### src/usb_attach_pkg.sv
// Purpose: shared constants for the usb attach and power control block
// Assumes: 125 MHz core clock, pio bank width fixed
// Notes: power figures are in 2 mA units as a power descriptor carries them
package usb_attach_pkg;
  localparam int PIO_WIDTH = 16;
  localparam int PIO_SEL_WIDTH = 4;
  localparam int MAX_POWER_WIDTH = 8;
  // default budget of 100 mA, in 2 mA descriptor units
  localparam logic [7:0] DEFAULT_MAX_POWER = 8'h32;
  localparam logic PULLUP_INTERNAL = 1'b0;
  localparam logic PULLUP_EXTERNAL = 1'b1;
  localparam logic ENDPOINTS_WIRELESS = 1'b0;
  localparam logic ENDPOINTS_AUDIO = 1'b1;
  localparam logic [3:0] DEFAULT_SENSE_PIO = 4'h0;
  localparam logic [3:0] DEFAULT_PULLUP_PIO = 4'h1;
  // bus power must be seen steady this long before attach
  localparam int SETTLE_NS = 1000;
  localparam int CLK_PERIOD_NS = 8;
  localparam int SETTLE_CYCLES =
    (SETTLE_NS + CLK_PERIOD_NS - 1) / CLK_PERIOD_NS;
  localparam int SETTLE_WIDTH = 7;
  typedef enum logic [1:0] {
    ST_DETACHED,
    ST_SETTLING,
    ST_ATTACHED
  } attach_state_t;
endpackage

### src/sync_two_ff.sv
// Purpose: two flip-flop synchroniser for one level from outside the clock
// Assumes: asynchronous active-low reset
// Notes: first stage is read only by the second
module sync_two_ff (
  input wire logic clk_in,
  input wire logic resetn_in,
  input wire logic async_in,
  output logic sync_out
);
  logic meta_reg;

  // the metastable stage feeds nothing but the second stage
  always_ff @(posedge clk_in or negedge resetn_in) begin
    if (!resetn_in) begin
      meta_reg <= 1'b0;
      sync_out <= 1'b0;
    end else begin
      meta_reg <= async_in;
      sync_out <= meta_reg;
    end
  end
endmodule // sync_two_ff

### src/usb_attach_power_control.sv
// Purpose: decides when the full-speed port attaches, senses bus power,
//   reports the power budget and the endpoint set
// Assumes: configuration ports are steady from core logic on clk_in
// Notes: pio pins arrive from outside and are synchronised before use
//   and in self-powered mode the sense level must hold through a settle window to attach
// Operation
// - full-speed peripheral only, never host
// - pull-up only once ready to enumerate
// - internal or pio pull-up; internal default
// - self-powered: no pull-up without bus power
// - bus sense read from configured pio
// - bus-powered default request is 100 mA
// - reported max power from configurable setting
// - wireless or audio endpoint set selectable
module usb_attach_power_control (
  input wire logic clk_in,
  input wire logic resetn_in,
  input wire logic ready_to_enumerate_in,
  input wire logic self_powered_in,
  input wire logic pullup_source_select_key_in,
  input wire logic [3:0] pullup_pio_index_in,
  input wire logic [3:0] bus_power_sense_pin_key_in,
  input wire logic max_power_override_in,
  input wire logic [7:0] max_power_request_key_in,
  input wire logic endpoint_set_select_in,
  input wire logic [15:0] pio_pins_in,
  output logic internal_pullup_enable_out,
  output logic [15:0] pio_out,
  output logic [15:0] pio_oe_out,
  output logic [7:0] max_power_report_out,
  output logic audio_endpoints_out,
  output logic host_role_out,
  output logic bus_power_present_out,
  output logic attached_out
);
  localparam int SETTLE_W = usb_attach_pkg::SETTLE_WIDTH;
  localparam int SETTLE_LAST_INT = usb_attach_pkg::SETTLE_CYCLES - 1;
  localparam int SETTLE_STEP_INT = 1;
  // the settle compare and step are cut to the counter width on purpose
  localparam logic [SETTLE_W-1:0] SETTLE_LAST = SETTLE_LAST_INT[SETTLE_W-1:0];
  localparam logic [SETTLE_W-1:0] SETTLE_STEP = SETTLE_STEP_INT[SETTLE_W-1:0];
  localparam logic [SETTLE_W-1:0] SETTLE_ZERO = '0;
  // a pio that this block does not own is left undriven
  localparam logic [usb_attach_pkg::PIO_WIDTH-1:0] PIO_IDLE = '0;

  logic [15:0] pio_sync;
  logic vbus_present;
  logic power_ok;
  logic attach_wanted;
  logic settle_done;
  logic attached_now;
  logic use_external;
  usb_attach_pkg::attach_state_t state_reg;
  usb_attach_pkg::attach_state_t state_next;
  logic [SETTLE_W-1:0] settle_reg;
  logic [SETTLE_W-1:0] settle_next;

  // every pio pin is synchronised; selection happens after the second stage
  genvar gi;
  generate
    for (gi = 0; gi < usb_attach_pkg::PIO_WIDTH; gi++) begin : g_sync
      sync_two_ff u_sync (
        .clk_in(clk_in),
        .resetn_in(resetn_in),
        .async_in(pio_pins_in[gi]),
        .sync_out(pio_sync[gi])
      );
    end
  endgenerate

  assign vbus_present = pio_sync[bus_power_sense_pin_key_in];
  // bus-powered designs have power whenever they run at all
  assign power_ok = !self_powered_in || vbus_present;

  // attach is wanted only while firmware is ready and power is present
  assign attach_wanted = ready_to_enumerate_in && power_ok;
  // the settle window closes on its last count, not one later
  assign settle_done = (settle_reg == SETTLE_LAST);
  assign attached_now = (state_reg == usb_attach_pkg::ST_ATTACHED);
  assign use_external =
    (pullup_source_select_key_in == usb_attach_pkg::PULLUP_EXTERNAL);

  // next attach state; losing ready or power leaves at once, with no
  // settle, so in self-powered mode the pull-up drops on the fourth edge after bus power falls
  always_comb begin
    state_next = state_reg;
    unique case (state_reg)
      usb_attach_pkg::ST_DETACHED: begin
        if (attach_wanted) begin
          state_next = usb_attach_pkg::ST_SETTLING;
        end
      end
      usb_attach_pkg::ST_SETTLING: begin
        if (!attach_wanted) begin
          state_next = usb_attach_pkg::ST_DETACHED;
        end else if (settle_done) begin
          state_next = usb_attach_pkg::ST_ATTACHED;
        end
      end
      usb_attach_pkg::ST_ATTACHED: begin
        if (!attach_wanted) begin
          state_next = usb_attach_pkg::ST_DETACHED;
        end
      end
      // the fourth code of the state is illegal; fall back to detached
      default: begin
        state_next = usb_attach_pkg::ST_DETACHED;
      end
    endcase
  end

  // the settle count runs only while settling and restarts on each entry
  always_comb begin
    settle_next = SETTLE_ZERO;
    if ((state_reg == usb_attach_pkg::ST_SETTLING) && !settle_done) begin
      settle_next = settle_reg + SETTLE_STEP;
    end
  end

  // attach state register
  always_ff @(posedge clk_in or negedge resetn_in) begin
    if (!resetn_in) begin
      state_reg <= usb_attach_pkg::ST_DETACHED;
    end else begin
      state_reg <= state_next;
    end
  end

  // a short settle filters bounce on the sense pin before attach
  always_ff @(posedge clk_in or negedge resetn_in) begin
    if (!resetn_in) begin
      settle_reg <= SETTLE_ZERO;
    end else begin
      settle_reg <= settle_next;
    end
  end

  // attach flag for firmware, high while the pull-up is asserted
  always_ff @(posedge clk_in or negedge resetn_in) begin
    if (!resetn_in) begin
      attached_out <= 1'b0;
    end else begin
      attached_out <= attached_now;
    end
  end

  // internal pull-up, registered so D+ never glitches; it follows the
  // attach state only while the internal source is chosen
  always_ff @(posedge clk_in or negedge resetn_in) begin
    if (!resetn_in) begin
      internal_pullup_enable_out <= 1'b0;
    end else begin
      internal_pullup_enable_out <= attached_now && !use_external;
    end
  end

  // external pull-up pio enable; held on whenever external mode is
  // chosen so that a detached port pulls D+ low instead of floating
  always_ff @(posedge clk_in or negedge resetn_in) begin
    if (!resetn_in) begin
      pio_oe_out <= PIO_IDLE;
    end else begin
      pio_oe_out <= PIO_IDLE;
      if (use_external) begin
        pio_oe_out[pullup_pio_index_in] <= 1'b1;
      end
    end
  end

  // external pull-up level: high on attach, low on detach; a change of
  // the pio index while attached moves the drive at once, so firmware
  // should only change it while detached
  always_ff @(posedge clk_in or negedge resetn_in) begin
    if (!resetn_in) begin
      pio_out <= PIO_IDLE;
    end else begin
      pio_out <= PIO_IDLE;
      if (use_external) begin
        pio_out[pullup_pio_index_in] <= attached_now;
      end
    end
  end

  // reported power budget in descriptor units; the default stands
  // unless firmware sets the override, whether the request is larger or smaller
  always_ff @(posedge clk_in or negedge resetn_in) begin
    if (!resetn_in) begin
      max_power_report_out <= usb_attach_pkg::DEFAULT_MAX_POWER;
    end else if (max_power_override_in) begin
      max_power_report_out <= max_power_request_key_in;
    end else begin
      max_power_report_out <= usb_attach_pkg::DEFAULT_MAX_POWER;
    end
  end

  // endpoint set presented at enumeration
  always_ff @(posedge clk_in or negedge resetn_in) begin
    if (!resetn_in) begin
      audio_endpoints_out <= 1'b0;
    end else begin
      audio_endpoints_out <=
        (endpoint_set_select_in == usb_attach_pkg::ENDPOINTS_AUDIO);
    end
  end

  // synchronised sense level, registered on the same edge as the attach state
  always_ff @(posedge clk_in or negedge resetn_in) begin
    if (!resetn_in) begin
      bus_power_present_out <= 1'b0;
    end else begin
      bus_power_present_out <= vbus_present;
    end
  end

  // this block only ever acts as a peripheral
  always_ff @(posedge clk_in or negedge resetn_in) begin
    if (!resetn_in) begin
      host_role_out <= 1'b0;
    end else begin
      host_role_out <= 1'b0;
    end
  end
endmodule // usb_attach_power_control
### config.mk
export PLATFORM = sky130hd
export DESIGN_NAME = usb_attach_power_control
export DESIGN_NICKNAME = d
export VERILOG_FILES = /design/src/usb_attach_pkg.sv /design/src/sync_two_ff.sv /design/src/usb_attach_power_control.sv
export SDC_FILE = /design/constraint.sdc
export NUM_CORES = 1
export LEC_CHECK = 0
export ABC_CLOCK_PERIOD_IN_PS = 1700
export BUFFER_PORTS_ARGS = -buffer_cell sky130_fd_sc_hd__buf_2
export CAP_MARGIN = 20
export CORE_MARGIN = 5
export CORE_UTILIZATION = 49
export DETAILED_ROUTE_END_ITERATION = 8
export GPL_ROUTABILITY_DRIVEN = 0
export PLACE_DENSITY = 0.77
export SYNTH_ARGS = -nofsm -noshare
export SYNTH_HDL_FRONTEND = slang
export SYNTH_HIERARCHICAL = 1
export SYNTH_SLANG_ARGS = --single-unit
### constraint.sdc
create_clock -name clk_in -period 1.7 [get_ports clk_in]
set_input_delay 0 -clock clk_in [delete_from_list [all_inputs] [get_ports clk_in]]
set_output_delay 0 -clock clk_in [all_outputs]
set_load 0.05 [all_outputs]
Word level (Yosys, flattened, before mapping)
Cells that the tools add are included.
{"block": "totals", "ff_bits": 85, "input_bits": 39, "wordCells": 75}
{"block": "op_classes", "addsub": 1, "order_cmp": 3, "n_eq_ne": 6, "n_mux": 13, "bitwise": 1, "n_reduce_logical": 10}
{"op": "two-way mux 16 bit", "count": 2}
{"op": "bitwise AND 16 bit", "count": 1}
{"op": "< comparator 4 x 5 -> 1 bit, second input constant", "count": 2}
{"op": "two-way mux 2 bit", "count": 4}
{"op": "two-way mux 8 bit", "count": 1}
{"op": "adder 7 x 1 -> 7 bit, second input constant", "count": 1}
{"op": "equality test 7 bit, second input constant", "count": 1}
{"op": "two-way mux 7 bit", "count": 1}
{"op": "one-hot mux 2 bit (3 select lines)", "count": 1}
{"op": "binary-select mux 1 bit (select 4 bit)", "count": 1}
{"op": "demux 1 bit (select 4 bit)", "count": 1}
{"op": ">= comparator 4 x 1 -> 1 bit, second input constant", "count": 1}
{"op": "logical AND 1 bit", "count": 4}
{"op": "inequality test 2 bit, second input constant", "count": 2}
{"op": "logical NOT 1 bit", "count": 3}
{"op": "inequality test 3 bit, second input constant", "count": 1}
{"op": "AND reduction 3 bit", "count": 1}
{"op": "equality test 2 x 1 -> 1 bit, second input constant", "count": 1}
{"op": "equality test 2 bit, second input constant", "count": 1}
{"op": "logical NOT 2 bit", "count": 1}
{"op": "two-way mux 1 bit", "count": 2}
{"op": "logical OR 1 bit", "count": 1}

Depth between registers and ports, before layout
Gate-level depths: netlist of run 1.
{"block": "depth", "ltp_word": 6, "depth_mapped": 5, "ltp_nobuf": 5}

Modules after synthesis
The synthesis of run 1 kept the hierarchy.
{"mod": "usb_attach_power_control", "instances": 1, "cells_each": 163, "area_each_um2": 1984.4, "seq_area_each_um2": 1330.0}
{"mod": "sync_two_ff", "instances": 16, "cells_each": 2, "area_each_um2": 50.0, "seq_area_each_um2": 50.0}

Worst setup path before layout of run 1
OpenSTA, ideal clock, no wires.
{"block": "synth_path", "path_kind": "reg2reg", "from": "register g_sync[7].u_sync.sync_out", "to": "register state_reg[0]", "setup_ns": 0.136, "t_arrival_ns": 1.253, "t_required_ns": 1.564, "setup_slack_ns": 0.311, "stages_incl_launch_ff": 5, "cell_sequence": "dfrtp_1 > mux4_1 > mux2_2 > nor2_2 > nor4b_1"}
{"block": "synth_between", "elab_chain_cells": 6, "elab_cells_between_ends": 10, "cone_classes": "eq/ne (3); mux (4); reduce/logical (3)"}
{"item": "start: declaration", "line_no": "sync_two_ff.sv:8", "rtl": "output logic sync_out"}
{"item": "start signal: assignment", "line_no": "sync_two_ff.sv:19", "rtl": "sync_out <= meta_reg;"}
{"item": "binary-select mux 1 bit (select 4 bit) (*)", "line_no": "usb_attach_power_control.sv:71", "rtl": "assign vbus_present = pio_sync[bus_power_sense_pin_key_in];"}
{"item": "two-way mux 1 bit (not written as such) (*)", "line_no": "usb_attach_power_control.sv:71"}
{"item": "logical OR 1 bit (*)", "line_no": "usb_attach_power_control.sv:73", "rtl": "assign power_ok = !self_powered_in || vbus_present;"}
{"item": "logical AND 1 bit (*)", "line_no": "usb_attach_power_control.sv:76", "rtl": "assign attach_wanted = ready_to_enumerate_in && power_ok;"}
{"item": "inequality test 3 bit (no source line) (tied with other cells)"}
{"item": "AND reduction 3 bit (no source line) / one-hot mux 2 bit (3 select lines) (equally long branches)"}
{"item": "end signal: assignment", "line_no": "usb_attach_power_control.sv:123", "rtl": "state_reg <= usb_attach_pkg::ST_DETACHED;"}
{"item": "end signal: assignment", "line_no": "usb_attach_power_control.sv:125", "rtl": "state_reg <= state_next;"}
{"item": "end: declaration", "line_no": "usb_attach_power_control.sv:53", "rtl": "usb_attach_pkg::attach_state_t state_reg;"}
Mark *: on every way between the ends. The rest lies on a longest branch, timed or not. The select of a mux whose other input is x is not followed.
A chain may end at the register's enable or synchronous reset.

Worst setup path after layout of run 1
Same ends and word-level chain as after synthesis.

==> results of run 1 <==
power by group through the flow:
| stage | clock (mW) | combinational (mW) | sequential, mW |
|---|---|---|---|
| after floorplan | 0 | 0.0862 | 2.22 |
| after global placement | 0 | 0.285 | 2.15 |
| after detailed placement | 0 | 0.291 | 2.15 |
| after CTS | 1.41 | 0.358 | 2.11 |
| after global routing | 1.50 | 0.397 | 2.12 |
| final | 1.37 | 0.360 | 2.11 |
cells by family after synthesis:
family                   synth area share (%)
AO/OA/AOI/OAI                            1.21
XOR/XNOR                                 1.57
adder cells (fa/ha/maj)                 0.898
buffers and inverters                    1.62
flip-flops                               76.5
multiplexers                             3.73
other                                   0.135
AND/OR/NAND/NOR                          14.3
cells in the final DEF (no fill, tap or decap), types with 2 or more instances in the layout:
cell / n
inv_1: 5
buf_4: 2
buf_2: 81
nand3_1: 6
clkbuf_8: 10
mux4_1: 2
dfstp_2: 3
and2_1: 5
ha_1: 2
mux2i_1: 4
nor4b_1: 2
nand2b_1: 6
and3_1: 2
or3b_2: 3
clkbuf_1: 2
dfrtp_1: 82
clkinv_2: 2
nor2_1: 40
nor2b_1: 4
nand3b_1: 3
nand2_1: 5
xor2_1: 4
dlygate4sd3_1: 38
stage by stage:
stage	utilization, %	area [um^2]	hold slack (ps)	setup WS [ps]
after floorplan	-	2790	-296	311
after global placement	59.7	3290	-55.2	279
after detailed placement	59.7	3290	-45.0	231
after CTS	70.1	3860	1.61	219
after global routing	70.1	3860	22.3	145
final	70.1	3860	25.9	225
final cells by class:
class / instances / area share [%]
timing repair buffer: 122 / 21.3
multi-input combinational: 100 / 15.8
sequential: 85 / 55.2
inverter: 5 / 0.486
clock inverter: 4 / 1.23
clock buffer: 12 / 3.76
tap: 72 / 2.33
what timing repair did:
action,CTS,global route
hold endpoints to repair,112,0
hold buffers,38,0
setup buffers,0,0
tightest hold or removal path: stages:
cell and delay (ps):
buf_2 120, nand3_1 140, nor2_1 60
how the worst max path moves through the flow:
| stage | from | endpoint | slack, ps | cells after the start |
|---|---|---|---|---|
| 4_1_cts | g_sync[7].u_sync/sync_out | state_reg[0] | 220 | 4 |
| 2_1_floorplan | g_sync[7].u_sync/sync_out | state_reg[0] | 310 | 4 |
| 5_1_grt | g_sync[7].u_sync/sync_out | state_reg[1] | 140 | 4 |
| 3_3_place_gp | g_sync[7].u_sync/sync_out | state_reg[1] | 280 | 4 |
| 3_5_place_dp | g_sync[7].u_sync/sync_out | state_reg[0] | 230 | 4 |
| 6_report | g_sync[7].u_sync/sync_out | state_reg[0] | 230 | 4 |
routing by layer:
| layer | vias to the layer above | global-route usage (%) |
|---|---|---|
| met1 | 880 | 20.0 |
| met5 | - | 0 |
| met3 | 9 | 5.83 |
| met4 | 0 | 6.04 |
| li1 | 883 | - |
| met2 | 73 | 30.2 |
==> run_results.csv, run 1 <==
group,metric,value,unit
run_status,status,"finished, final reports clean",
worst_setup_path,crit_slowest_cell,"mux4_1",
worst_setup_path,max_stage_delay,510,ps
route,drc,0,
floorplanning,rows,27,
power,switching_share,23.2,%
timing,finalHoldViolCount,0,
yosys,synth_common_cells,"dfrtp_1, nor2_1, nand2b_1, nand3_1",
min_path,worstHoldPathType,"input port to register",
yosys,syn-cell-area,0.00279,mm^2
worst_setup_path,worstReg2RegEnd,"state_reg[0]",
clocking,clkTransAtPathRegs,80,ps
worst_setup_path,crit_family,"multiplexers",
timing,period_share,86.8,%
worst_setup_path,worstPathRequired,1910,ps
timing,setup_tns,0,ps
clocking,cts_buffers,9,
timing,fin_skew,5.35,ps
min_path,hold_path_end,"pio_oe_out[13]",
timing,min_period,1470,ps
global_route,grt_pass1_vias,1995,
cells_and_area,ff_latch_area,0.00213,mm^2
clocking,cts_resized,0,
floorplanning,die_y,85.4,um
power,p_sw,0.890,mW
placement,io_buffers,82,
worst_setup_path,worstReg2RegStart,"g_sync[7].u_sync/sync_out",
yosys,synth.top_cells.by_area,"dfrtp_1, nor2_1, dfstp_2",
cells_and_area,final_cells,400,
worst_setup_path,cp-end-kind,"register",
floorplanning,pin_count,84,
yosys,synthCells,195,
cells_and_area,fin_nets,364,
route,antenna_left,0,
power,peakVddDrop,0.678,mV
power,intPower,2.95,mW
route,first_iter_violations,36,
global_route,grt_overflow,0,
worst_setup_path,crit_type,"register to register",
clocking,clk_path_buf_depth,2,
yosys,yosys_register_bits,85,
route,wl_met1,2170,um
power,finalPower,3.84,mW
yosys,ys_seq_area_share,76.5,%
timing,finalSetupViolCount,0,
yosys,yosys.cell_count.top_type,"dfrtp_1",
clocking,clk_latency,330,ps
route,wl_met3,530,um
timing,finalMaxSlewViolations,0,
yosys,ys.flop_type,"dfrtp_1",
floorplanning,die-area,0.00729,mm^2
global_route,grt_pass1_wl,9690,um
route,top_layer,"met4",
timing,rsz0062_at_grt,"no",
global_route,track_usage,17.4,%
clocking,cts_htree_levels,3,
min_path,hp-start,"pullup_pio_index_in[2]",
worst_setup_path,reg2regPathDepth,4,
clocking,cts_num_sinks,85,
floorplanning,start_util,50.6,%
clocking,cts_tree,"yes",
placement,place_inst,346,
yosys,yosys_warnings,6,
route,first_pass_iters,4,
route,wl,5630,um
worst_setup_path,rrSetupSlack,230,ps
worst_setup_path,crit_fanout,2,
clocking,cts_root_buf,"clkbuf_8",
yosys,synth_edf_count,0,
route,via_per_inst,4.61,
floorplanning,core_area,0.00551,mm^2
job,drv_cap,0,
power,p_leak,2.00,nW
yosys,synth_area_leader_cell,"dfrtp_1",
yosys,async_reset_ff_share,100,%
route,vias,1845,
floorplanning,die_w,85.4,um
worst_setup_path,crit_arrival,1680,ps
placement,dp_hpwl,3500,um
cells_and_area,insertedDiodeCount,0,
power,clock_power_share,35.6,%
worst_setup_path,worst-path-buf-inv,0,
power,p_comb_share,9.4,%
global_route,grt_max_degree,39,
cells_and_area,multi_input_area,609,um^2
timing,fmax,678,MHz
route,wl_per_cell,14.1,um
global_route,antenna_found_initial,0,
cells_and_area,area_delta_synth_final,38.7,%
power,power.density,995,mW/mm^2
yosys,ys_types,31,
power,seqPwrFrac,55.0,%
cells_and_area,drive_gt1_share,32.6,%
cells_and_area,fill_cells,378,
worst_setup_path,crit_chain,"mux4_1 -> mux2_2 -> nor2_2 -> nor4b_1",
min_path,min_path_cells,3,
yosys,syn_nets,236,
route,route.met2.wl,2860,um
worst_setup_path,startpoint_type,"register",
yosys,postSynthAreaPerCell,14.3,um^2
yosys,synth_top_area_share,73.7,%
No activity file was read; power rests on OpenSTA's default activity.
==> run 2: changes to the inputs <==
Settings changed: ABC_AREA set to 1, PLACE_DENSITY 0.77 to 0.76, SLEW_MARGIN set to 25.
==> run_results.csv, run 2 <==
group,metric,value,unit
cells_and_area,fin_nets,414,
cells_and_area,layout_common_cells,"dfrtp_1, buf_2, dlygate4sd3_1",
cells_and_area,ff_latch_area,0.00213,mm^2
power,clock_power_share,38.0,%
yosys,syn-cell-area,0.00289,mm^2
floorplanning,die_w,86.8,um
worst_setup_path,crit_type,"register to register",
power,p_sw,0.967,mW
floorplanning,start_util,49.7,%
worst_setup_path,cp-end-kind,"register",
power,finalPower,4.04,mW
worst_setup_path,crit_fanout,2,
clocking,cts_htree_levels,3,
timing,rsz0062_at_grt,"no",
run_status,status,"finished, final reports clean",
job,drv_cap,0,
route,first_iter_violations,127,
yosys,synth_area_leader_cell,"dfrtp_1",
cells_and_area,area_delta_synth_final,38.8,%
global_route,track_usage,19.0,%
power,seqPwrFrac,52.3,%
worst_setup_path,startpoint_type,"register",
power,switching_share,23.9,%
route,drc,0,
cells_and_area,final_common_cell,"dfrtp_1",
clocking,clkTransAtPathRegs,80,ps
timing,period_share,92.7,%
timing,finalSetupViolCount,0,
yosys,synthCells,242,
global_route,grt_pass1_vias,2238,
yosys,yosys_warnings,6,
timing,setup_tns,0,ps
route,first_pass_iters,4,
cells_and_area,fin_area,0.00402,mm^2
floorplanning,core_area,0.00582,mm^2
floorplanning,rows,28,
yosys,synth_top_area_share,70.9,%
yosys,ys_types,25,
yosys,ys_seq_area_share,73.7,%
route,via_per_inst,4.59,
placement,placed_cell_area,0.00340,mm^2
clocking,cts_root_buf,"clkbuf_8",
clocking,cts_num_sinks,85,
floorplanning,pin_count,84,
power,p_leak,2.13,nW
route,antenna_left,0,
cells_and_area,fill_cells,456,
power,p_comb_share,9.8,%
yosys,synth_common_cells,"dfrtp_1, nand2_1, inv_1",
power,intPower,3.07,mW
timing,fin_skew,5.55,ps
yosys,synth.top_cells.by_area,"dfrtp_1, nand2_1, inv_1",
power,power.density,1010,mW/mm^2
route,wl,6520,um
cells_and_area,fin_util,69.1,%
clocking,cts_buffers,9,
cells_and_area,insertedDiodeCount,0,
global_route,grt_overflow,0,
global_route,grt_max_degree,38,
yosys,postSynthAreaPerCell,12.0,um^2
route,vias,2080,
yosys,async_reset_ff_share,100,%
floorplanning,die_y,86.8,um
placement,io_buffers,82,
yosys,yosys_register_bits,85,
min_path,worstHoldPathType,"input port to register",
clocking,clk_path_buf_depth,2,
floorplanning,die-area,0.00754,mm^2
timing,min_period,1580,ps
cells_and_area,drive_gt1_share,31.7,%
global_route,antenna_found_initial,0,
yosys,ys.flop_type,"dfrtp_1",
cells_and_area,multi_input_area,599,um^2
timing,finalMaxSlewViolations,0,
route,wl_per_cell,14.4,um
placement,dp_hpwl,3890,um
timing,finalHoldViolCount,0,
worst_setup_path,crit_arrival,1820,ps
timing,fmax,634,MHz
yosys,syn_nets,283,
yosys,synth_edf_count,0,
power,peakVddDrop,0.770,mV
yosys,yosys.cell_count.top_type,"dfrtp_1",
worst_setup_path,worstPathRequired,1940,ps
clocking,clk_latency,350,ps
clocking,cts_tree,"yes",
global_route,grt_pass1_wl,10600,um
timing,hold_ws,26.4,ps
-- run 2: layer usage --
metal | global-route usage (%) | part of all wire, % | vias up
li1 | - | - | 1010
met1 | 22.4 | 39 | 984
met2 | 31.9 | 52 | 77
met3 | 5.80 | 7.3 | 9
met4 | 8.07 | 1.8 | 0
met5 | 0 | 0 | -
-- run 2: what timing repair did --
action                                  4_1_cts  5_1_grt
hold endpoints to repair                    107        0
gates resized for setup                       0        0
setup buffers                                 0        0
hold buffers                                 40        0
endpoints found under the setup margin        0        0
-- run 2: worst paths after layout --
kind,from,endpoint,slack (ps),depth (start not counted)
setup / recovery,g_sync[5].u_sync/sync_out,state_reg[0],120,9
hold / removal,bus_power_sense_pin_key_in[2],bus_power_present_out,30,4
setup reg to reg,g_sync[5].u_sync/sync_out,state_reg[0],120,9
hold reg to reg,g_sync[9].u_sync/meta_reg,g_sync[9].u_sync/sync_out,350,0
max in group asynchronous,resetn_in,pio_out[10],970,3
min in group asynchronous,resetn_in,g_sync[3].u_sync/meta_reg,150,2
-- run 2: cell families (layout without fill, tap and decap cells) --
group / Yosys count / in the layout / synth area share [%]
XOR/XNOR: 1 / 1 / 0.303
AND/OR/NAND/NOR: 111 / 111 / 18.6
buffers and inverters: 38 / 174 / 5.62
flip-flops: 85 / 85 / 73.7
adder cells (fa/ha/maj): 2 / 2 / 0.865
other: 1 / 1 / 0.130
AO/OA/AOI/OAI: 4 / 4 / 0.822
-- run 2: final cells by class --
class / count / area share, %
inverters: 34 / 3.36
clock buffers: 11 / 3.27
well taps: 75 / 2.34
repair buffers: 124 / 20.9
clock inverters: 5 / 2.12
flip-flops and latches: 85 / 53.1
multi-input cells: 119 / 14.9
-- run 2: per-stage QoR --
stage          cells  setup WS [ps]
2_1_floorplan    242            586
3_3_place_gp     397            489
3_5_place_dp     397            414
4_1_cts          453            106
5_1_grt          453           6.40
6_report         453            123
-- run 2: worst max-delay path, stage by stage (launching register included) --
cell and delay (ps):
dfrtp_1 380, inv_1 50, nand2_1 40, nand3_1 100, nand3_2 70, nand3_2 90, nand3_2 80, nand2_2 50
dlygate4sd3_1 560, nor2_1 50
-- run 2: power by group through the flow --
stage | logic (mW) | clock network, mW | registers, mW
CTS | 0.392 | 1.56 | 2.11
floorplan | 0.108 | 0 | 2.22
global placement | 0.310 | 0 | 2.15
global route | 0.433 | 1.67 | 2.12
detailed placement | 0.319 | 0 | 2.15
finish | 0.394 | 1.53 | 2.11
